[config.mk]
export PLATFORM = sky130hd
export DESIGN_NAME = hcmbx_top
export DESIGN_NICKNAME = d
export VERILOG_FILES = /design/src/logic/hcmbx_pkg.sv /design/src/logic/hcmbx_half.sv /design/src/logic/hcmbx_top.sv
export VERILOG_INCLUDE_DIRS = /design/src /design/src/logic
export SDC_FILE = /design/constraint.sdc
export NUM_CORES = 1
export LEC_CHECK = 0
export ABC_AREA = 1
export BUFFER_PORTS_ARGS = -buffer_cell sky130_fd_sc_hd__buf_2
export CAP_MARGIN = 20
export CORE_ASPECT_RATIO = 0.75
export CORE_MARGIN = 4
export CORE_UTILIZATION = 39
export DETAILED_ROUTE_END_ITERATION = 7
export GPL_TIMING_DRIVEN = 0
export PLACE_DENSITY = 0.74
export SLEW_MARGIN = 20
export SYNTH_ARGS = -nofsm -noshare
export SYNTH_HDL_FRONTEND = slang
export SYNTH_SLANG_ARGS = --single-unit
[constraint.sdc]
create_clock -name clk_sys_i -period 0.9 [get_ports clk_sys_i]
set_input_delay 0.09 -clock clk_sys_i [delete_from_list [all_inputs] [get_ports clk_sys_i]]
set_output_delay 0.09 -clock clk_sys_i [all_outputs]
set_load 0.01 [all_outputs]
[src/logic/hcmbx_defs.svh]
// host-core mailbox: offsets, field positions, reset values
`ifndef HCMBX_DEFS_SVH
`define HCMBX_DEFS_SVH

`define HCMBX_HALF_W 16
`define HCMBX_ADDR_W 6

// core register locations
`define HCMBX_OFF_UPPER 6'h28
`define HCMBX_OFF_LOWER 6'h29
`define HCMBX_OFF_STATE 6'h2A

// flag positions inside the external state bits
`define HCMBX_BIT_INBOUND 6
`define HCMBX_BIT_OUTBOUND 7

// reset values
`define HCMBX_RST_HALF 16'h0000
`define HCMBX_RST_FLAG 1'b0

`endif

[src/logic/hcmbx_pkg.sv]
// host-core mailbox: shared types
package hcmbx_pkg;

	// one-hot core register selection
	typedef enum logic [3:0] {
		HCMBX_SEL_NONE = 4'h1,
		HCMBX_SEL_UPPER = 4'h2,
		HCMBX_SEL_LOWER = 4'h4,
		HCMBX_SEL_STATE = 4'h8
	} hcmbx_csel_t;

endpackage

[src/logic/hcmbx_half.sv]
// host-core mailbox: one 16-bit half, inbound and outbound storage
`timescale 1ns/100ps
`include "hcmbx_defs.svh"

module hcmbx_half #(
	parameter int HALF_W = `HCMBX_HALF_W
) (
	input wire logic clk_sys_i,
	input wire logic rst_n_i,
	input wire logic host_load_i,
	input wire logic [HALF_W-1:0] host_data_i,
	input wire logic core_load_i,
	input wire logic [HALF_W-1:0] core_data_i,
	output logic [HALF_W-1:0] inbound_o,
	output logic [HALF_W-1:0] outbound_o
);

	logic [HALF_W-1:0] inbound_reg;
	logic [HALF_W-1:0] inbound_next;
	logic [HALF_W-1:0] outbound_reg;
	logic [HALF_W-1:0] outbound_next;

	// separate words per direction, so neither side overwrites the other
	always_comb begin
		inbound_next = inbound_reg;
		outbound_next = outbound_reg;
		if (host_load_i) begin
			inbound_next = host_data_i;
		end
		if (core_load_i) begin
			outbound_next = core_data_i;
		end
	end

	always_ff @(posedge clk_sys_i) begin
		if (!rst_n_i) begin
			inbound_reg <= HALF_W'(`HCMBX_RST_HALF);
			outbound_reg <= HALF_W'(`HCMBX_RST_HALF);
		end else begin
			inbound_reg <= inbound_next;
			outbound_reg <= outbound_next;
		end
	end

	assign inbound_o = inbound_reg;
	assign outbound_o = outbound_reg;

endmodule

[src/logic/hcmbx_top.sv]
// host-core mailbox: flags, core register access, host port and checks
`timescale 1ns/100ps
`include "hcmbx_defs.svh"

module hcmbx_top #(
	parameter int HALF_W = `HCMBX_HALF_W,
	parameter int ADDR_W = `HCMBX_ADDR_W
) (
	input wire logic clk_sys_i,
	input wire logic rst_n_i,
	// primary memory port side
	input wire logic mailbox_select_i,
	input wire logic host_wr_i,
	input wire logic host_rd_i,
	input wire logic [2*HALF_W-1:0] host_wdata_i,
	output logic [2*HALF_W-1:0] host_rdata_o,
	output logic inbound_pending_pin_o,
	output logic outbound_pending_pin_o,
	// embedded core side
	input wire logic [ADDR_W-1:0] core_addr_i,
	input wire logic core_wr_i,
	input wire logic core_rd_i,
	input wire logic core_nullified_i,
	input wire logic [HALF_W-1:0] core_wdata_i,
	output logic [HALF_W-1:0] core_rdata_o,
	output logic [HALF_W-1:0] external_state_bits_o
);

	// ------------------------------------------------------------
	// functions
	// ------------------------------------------------------------

	function automatic hcmbx_pkg::hcmbx_csel_t csel_of(input logic [ADDR_W-1:0] addr);
		hcmbx_pkg::hcmbx_csel_t sel;
		sel = hcmbx_pkg::HCMBX_SEL_NONE;
		case (addr)
			ADDR_W'(`HCMBX_OFF_UPPER): sel = hcmbx_pkg::HCMBX_SEL_UPPER;
			ADDR_W'(`HCMBX_OFF_LOWER): sel = hcmbx_pkg::HCMBX_SEL_LOWER;
			ADDR_W'(`HCMBX_OFF_STATE): sel = hcmbx_pkg::HCMBX_SEL_STATE;
			default: sel = hcmbx_pkg::HCMBX_SEL_NONE;
		endcase
		return sel;
	endfunction

	// other state bits belong to other blocks and read zero here
	function automatic logic [HALF_W-1:0] state_word(input logic inb, input logic outb);
		logic [HALF_W-1:0] w;
		w = '0;
		w[`HCMBX_BIT_INBOUND] = inb;
		w[`HCMBX_BIT_OUTBOUND] = outb;
		return w;
	endfunction

	// ------------------------------------------------------------
	// access decode
	// ------------------------------------------------------------

	hcmbx_pkg::hcmbx_csel_t csel;
	logic host_write;
	logic host_read;
	logic core_upper_rd;
	logic core_upper_wr;
	logic core_lower_wr;
	logic core_upper_touch;

	assign csel = csel_of(core_addr_i);
	assign host_write = mailbox_select_i && host_wr_i;
	assign host_read = mailbox_select_i && host_rd_i;
	// a nullified instruction must not store anything
	// only upper half strobes reach the flags, so software moves the lower half first
	assign core_upper_wr = core_wr_i && !core_nullified_i && (csel == hcmbx_pkg::HCMBX_SEL_UPPER);
	assign core_lower_wr = core_wr_i && !core_nullified_i && (csel == hcmbx_pkg::HCMBX_SEL_LOWER);
	assign core_upper_rd = core_rd_i && !core_nullified_i && (csel == hcmbx_pkg::HCMBX_SEL_UPPER);
	// hazard kept on purpose: nullified upper access still counts as consuming
	assign core_upper_touch = (core_rd_i || core_wr_i) && core_nullified_i
		&& (csel == hcmbx_pkg::HCMBX_SEL_UPPER);

	// ------------------------------------------------------------
	// mailbox storage
	// ------------------------------------------------------------

	logic [HALF_W-1:0] in_upper;
	logic [HALF_W-1:0] in_lower;
	logic [HALF_W-1:0] out_upper;
	logic [HALF_W-1:0] out_lower;

	hcmbx_half #(
		.HALF_W(HALF_W)
	) u_upper (
		.clk_sys_i(clk_sys_i),
		.rst_n_i(rst_n_i),
		.host_load_i(host_write),
		.host_data_i(host_wdata_i[2*HALF_W-1:HALF_W]),
		.core_load_i(core_upper_wr),
		.core_data_i(core_wdata_i),
		.inbound_o(in_upper),
		.outbound_o(out_upper)
	);

	hcmbx_half #(
		.HALF_W(HALF_W)
	) u_lower (
		.clk_sys_i(clk_sys_i),
		.rst_n_i(rst_n_i),
		.host_load_i(host_write),
		.host_data_i(host_wdata_i[HALF_W-1:0]),
		.core_load_i(core_lower_wr),
		.core_data_i(core_wdata_i),
		.inbound_o(in_lower),
		.outbound_o(out_lower)
	);

	// ------------------------------------------------------------
	// pending flags
	// ------------------------------------------------------------

	logic inbound_pending_reg;
	logic inbound_pending_next;
	logic outbound_pending_reg;
	logic outbound_pending_next;

	// set wins over clear so a same-cycle event is never lost
	always_comb begin
		inbound_pending_next = inbound_pending_reg;
		outbound_pending_next = outbound_pending_reg;
		if (core_upper_rd || core_upper_touch) begin
			inbound_pending_next = 1'b0;
		end
		if (host_write) begin
			inbound_pending_next = 1'b1;
		end
		if (host_read) begin
			outbound_pending_next = 1'b0;
		end
		if (core_upper_wr) begin
			outbound_pending_next = 1'b1;
		end
	end

	always_ff @(posedge clk_sys_i) begin
		if (!rst_n_i) begin
			inbound_pending_reg <= `HCMBX_RST_FLAG;
			outbound_pending_reg <= `HCMBX_RST_FLAG;
		end else begin
			inbound_pending_reg <= inbound_pending_next;
			outbound_pending_reg <= outbound_pending_next;
		end
	end

	assign inbound_pending_pin_o = inbound_pending_reg;
	assign outbound_pending_pin_o = outbound_pending_reg;
	assign external_state_bits_o = state_word(inbound_pending_reg, outbound_pending_reg);

	// ------------------------------------------------------------
	// read data
	// ------------------------------------------------------------

	logic [HALF_W-1:0] core_rdata_reg;
	logic [HALF_W-1:0] core_rdata_next;
	logic [2*HALF_W-1:0] host_rdata_reg;
	logic [2*HALF_W-1:0] host_rdata_next;

	// read data hold until the next read of the same side
	always_comb begin
		core_rdata_next = core_rdata_reg;
		host_rdata_next = host_rdata_reg;
		if (core_rd_i) begin
			case (csel)
				hcmbx_pkg::HCMBX_SEL_UPPER: core_rdata_next = in_upper;
				hcmbx_pkg::HCMBX_SEL_LOWER: core_rdata_next = in_lower;
				hcmbx_pkg::HCMBX_SEL_STATE: core_rdata_next = external_state_bits_o;
				default: core_rdata_next = '0;
			endcase
		end
		if (host_read) begin
			host_rdata_next = {out_upper, out_lower};
		end
	end

	always_ff @(posedge clk_sys_i) begin
		if (!rst_n_i) begin
			core_rdata_reg <= '0;
			host_rdata_reg <= '0;
		end else begin
			core_rdata_reg <= core_rdata_next;
			host_rdata_reg <= host_rdata_next;
		end
	end

	assign core_rdata_o = core_rdata_reg;
	assign host_rdata_o = host_rdata_reg;
endmodule

**Word-level counts from Yosys, hierarchy flattened**

Index checks and enable logic that the tools add are counted.

- Output and inout port bits: 66
- Bits in registers: 114
- Bits of input ports: 62

- Reduce and logical (&&, ||, !) cells: 14
- Equality and inequality tests: 6
- Mux-type cells: 6

Operators with widths:

| kind | number |
|---|---|
| $pmux 16 s3 | 1 |
| $eq 6x6->1 const B | 3 |
| $pmux 4 s3 | 1 |
| $logic_and 1x1->1 | 9 |
| $eq 4x2->1 const B | 1 |
| $eq 4x3->1 const B | 1 |
| $eq 4x4->1 const B | 1 |
| $mux 1 | 4 |
| $reduce_bool 2->1 | 2 |
| $logic_or 1x1->1 | 2 |
| $logic_not 1->1 | 1 |

**Depth between registers and ports, before layout**

- Word-level depth: 7
- Depth in mapped cells: 8

**Modules after synthesis**

Synthesis repeated with hierarchy kept, for this count alone.

- Cells, all modules: 709
- Area total of the unflattened synthesis: 4989.8 um^2

By module, submodules not included:

| module | cells an instance | seq. area each (um^2) | times used | area each (um^2) |
|---|---|---|---|---|
| hcmbx_half | 201 | 640.6 | 2 | 1350.0 |
| hcmbx_top | 307 | 1001.0 | 1 | 2289.7 |

**Least setup slack after synthesis**

No wires, ideal clock.

- Path type: input-to-reg
- Start: in core_addr_i[2]
- End: reg u_upper.outbound_reg[6], in the netlist u_upper.outbound_o[6]
- Data arrival time: 875 ps
- Setup time: 116 ps
- Slack: -91 ps
- Buffers on the path: 1
- Stages on the path: 7
- Cell sequence: inv_1 -> nand2_1 -> nor2_8 -> nand3_4 -> buf_2 -> o21ai_0 -> nor2_1

- Word-level cells in the longest chain between the ends: 4
- Elaborated cells on any way between the ends: 6
- Classes of those cells: eq/ne: 4; mux: 1; reduce/logical: 1

Ends and longest elaborated chain:

| element | RTL line | text |
|---|---|---|
| start: declaration | hcmbx_top.sv:20 | `input wire logic [ADDR_W-1:0] core_addr_i,` |
| $eq 6x6->1 | hcmbx_top.sv:36 | `case (addr)` |
| $pmux 4 s3 (*) | hcmbx_top.sv:36 |  |
| $eq 4x2->1 (*) | hcmbx_top.sv:71 | `assign core_upper_wr = core_wr_i && !core_nullified_i && (csel == hcmbx_pkg::HCMBX_SEL_UPPER);` |
| $logic_and 1x1->1 (*) | hcmbx_top.sv:71 |  |
| end signal: assignment | hcmbx_half.sv:38 | `` outbound_reg <= HALF_W'(`HCMBX_RST_HALF); `` |
| end signal: assignment | hcmbx_half.sv:41 | `outbound_reg <= outbound_next;` |
| end: declaration | hcmbx_half.sv:20 | `logic [HALF_W-1:0] outbound_reg;` |

Every way passes the cells marked *; elsewhere a longest branch is shown, timed or not.
A chain may end at the register's enable or synchronous reset.

**Worst setup path after layout**

- Start: reg outbound_pending_reg, in the netlist outbound_pending_pin_o
- End: out external_state_bits_o[7]

RTL lines:

| element | RTL line | text |
|---|---|---|
| start: declaration | hcmbx_top.sv:119 | `logic outbound_pending_reg;` |
| start signal: assignment | hcmbx_top.sv:143 | `` outbound_pending_reg <= `HCMBX_RST_FLAG; `` |
| start signal: assignment | hcmbx_top.sv:146 | `outbound_pending_reg <= outbound_pending_next;` |
| end: declaration | hcmbx_top.sv:26 | `output logic [HALF_W-1:0] external_state_bits_o` |

No word-level cell between the ends.

==> results_dict.tcl <==
set metrics [dict create \
    maxCapViolCount 0 \
    fin_nets 815 \
    std_cell_rows 33 \
    top_layer "met4" \
    rsz0062_at_grt "true" \
    min_period_over_period_pct 118 \
    worstPathArrival_ns 0.97 \
    irDropWorstVdd_v 0.00155 \
    fp.dieW_um 130 \
    drt_pass1_iterations 5 \
    timing.slew.headroom_pct 66.0 \
    antenna_found_initial 0 \
    synthArstFlopShare_pct 0 \
    hold_viol 0 \
    dp_hpwl_um 9350 \
    critical-path-top-delay-family "flip-flops" \
    grt_pass1_vias 4345 \
    crit_slowest_cell "dfxtp_4" \
    dp_slack_ns -0.430 \
    clk_latency_ns 0.40 \
    cp_num_cells 2 \
    syn_avg_cell_area_sq_um 7.99 \
    crit_path_end_kind "output pin" \
    worstHoldStart "core_rd_i" \
    root_buffer "clkbuf_16" \
    synth_area_sq_um 4390 \
    cp-start-kind "flop" \
    min_path_cells 3 \
    r2r-end "core_rdata_o[7]" \
    yosys_register_bits 114 \
    rr_startpoint "outbound_pending_pin_o" \
    ys_top_cells_by_area "dfxtp_1 (52%), o21ai_0 (10%), nor2_1 (8.6%), a21oi_1 (6.6%), buf_4 (3.1%)" \
    wl_met3_um 1140 \
    power_mw 13.7 \
    routabilityCongestion 0.894 \
    viasPerCell 4.87 \
    ant_nets 0 \
    layout-drive-gt1-share_pct 35.7 \
    final_area_sq_um 6820 \
    postPlaceCellArea_sq_um 5230 \
    ys.flop_type "dfxtp_1" \
    grt_max_degree 17 \
    power.density_nw_per_um2 2010 \
    clk_pin_slew_ns 0.06 \
    path_max_fanout 3 \
    worstHoldPathType "in2reg" \
    critPathRequiredTime_ns 0.81 \
    ys_types 27 \
    pin_count 128 \
    overflow 0 \
    wl_met1_um 5650 \
    setup_tns_ns -1.72 \
    fmaxAchievable_mhz 941 \
    utilization_pct 62.4 \
    rrSetupSlack_ns -0.01 \
    postSynthCellCount 549 \
    wl_per_cell_um 14.6 \
    max_stage_delay_ns 0.36 \
    io_buffers 112 \
    crit_chain "buf_6, buf_6" \
    setup_slack_ns -0.162 \
    grt_pass1_wl_um 21000 \
    ff2ff_path_depth 5 \
    syn2layout_area_growth_pct 55.6 \
    numCtsBuffers 17 \
    die-area_sq_um 13000 \
    synth-edff-count 0 \
    violations "negative setup slack" \
    final_cell_mix "nor2_1 (101), o21ai_0 (75), buf_2 (66), dfxtp_1 (64), buf_6 (60)" \
    critPathKind "reg2out" \
    yosysSeqAreaShare_pct 52.0 \
    htree_levels 4 \
    antennaDiodeCount 0 \
    crit_start "outbound_pending_pin_o" \
    via_count 4409 \
    crit_buf_inv 2 \
    power_leakage_nw 2.88 \
    die_h_um 99.8 \
    cts.path.max_buffers 2 \
    tritoncts "built" \
    fin_crit_ns 1.06 \
    final.setup_skew_ns 0.00715 \
    drt_iter0_markers 299 \
    track_usage_pct 20.5 \
    route.detailed.drc 0 \
    slew_viol_final 0 \
    yosysTopAreaCellShare_pct 52.0 \
    yosysTopAreaCell "dfxtp_1" \
    cts.sinks 114 \
    final_common_cell "nor2_1" \
    initial_core_util_pct 40.1 \
    ys_warn_count 0 \
    setup_viol 53 \
    worst_pin_slew_ns 0.511 \
    drt-total-wl_um 13200 \
    status "finished with violations" \
    path_common_cell "buf_6" \
    wl_met2_um 6110 \
    crit_path_end "external_state_bits_o[7]" \
    core_sq_um 10900 \
]
-- where the power goes --
| part | internal (mW) | total [mW] | switching (mW) |
|---|---|---|---|
| sequential | 5.26 | 5.37 | 0.108 |
| combinational | 0.651 | 1.33 | 0.682 |
| clock | 4.73 | 7.01 | 2.27 |
| total | 10.6 | 13.7 | 3.06 |
-- Yosys cell counts (3+ instances only) --
| master | number |
|---|---|
| o21ai_2 | 3 |
| clkbuf_1 | 18 |
| o21ai_1 | 17 |
| o21ai_0 | 91 |
| buf_6 | 3 |
| a21oi_1 | 58 |
| buf_4 | 18 |
| inv_1 | 35 |
| dfxtp_1 | 114 |
| nand2_1 | 36 |
| buf_2 | 9 |
| nor2_1 | 101 |
| nand3_1 | 22 |
| a21oi_2 | 7 |
-- worst register-to-register path, cell delays in order (launching register included) --
cell	delay, ns
dfxtp_4	0.36
buf_4	0.14
nand3_1	0.07
nand3_1	0.08
nand2_1	0.08
a21oi_1	0.06
-- layer usage --
metal	track usage (%)	vias up
met2	32.8	172
met5	0	-
li1	-	2179
met4	8.54	0
met3	6.70	28
met1	25.5	2030
-- how the worst min path moves through the flow --
stage,to,slack (ns)
finish,core_rdata_o[15],0.02
floorplan,u_upper.outbound_o[10],0.24
CTS,u_upper.inbound_o[1],0.009
global placement,u_upper.inbound_o[7],0.34
detailed placement,u_upper.inbound_o[7],0.35
global route,core_rdata_o[15],0.03
-- logic make-up (layout without fill, tap and decap cells) --
group / after synthesis / after routing / share of synthesized area, %
compound gates: 176 / 176 / 20.9
buf+inv: 91 / 294 / 10.4
flops: 114 / 114 / 52.0
other cells: 1 / 14 / 0.0855
simple gates: 167 / 167 / 16.5
-- what timing repair did --
| item | in CTS | in global routing |
|---|---|---|
| pin swaps | 0 | 3 |
| hold endpoints to repair | 47 | 0 |
| resized for setup | 105 | 19 |
| hold buffers | 44 | 0 |
| buffers inserted | 8 | 8 |
| setup endpoints to repair | 53 | 111 |
-- state kept, by name, summed over array words and instances, names as in the netlist --
register and count:
u_lower.inbound_o 16, outbound_pending_pin_o 1, u_upper.inbound_o 16, u_lower.outbound_o 16, host_rdata_o 32, inbound_pending_pin_o 1, core_rdata_o 16, u_upper.outbound_o 16
-- layout make-up --
class | instances | area, sq um
tap | 140 | 175
multi-input combinational | 357 | 1720
clock inverter | 11 | 160
inverter | 40 | 168
buffer | 51 | 349
fill | 889 | 4120
timing repair buffer | 172 | 1450
clock buffer | 20 | 457
sequential | 114 | 2350
-- stage by stage --
stage	hold WS (ns)	std cells
final	0.0185	905
after floorplan	0.236	562
after CTS	0.00909	897
after detailed placement	0.350	814
after global routing	0.0304	905
after global placement	0.343	814
Power figures use the tool's default switching activity.
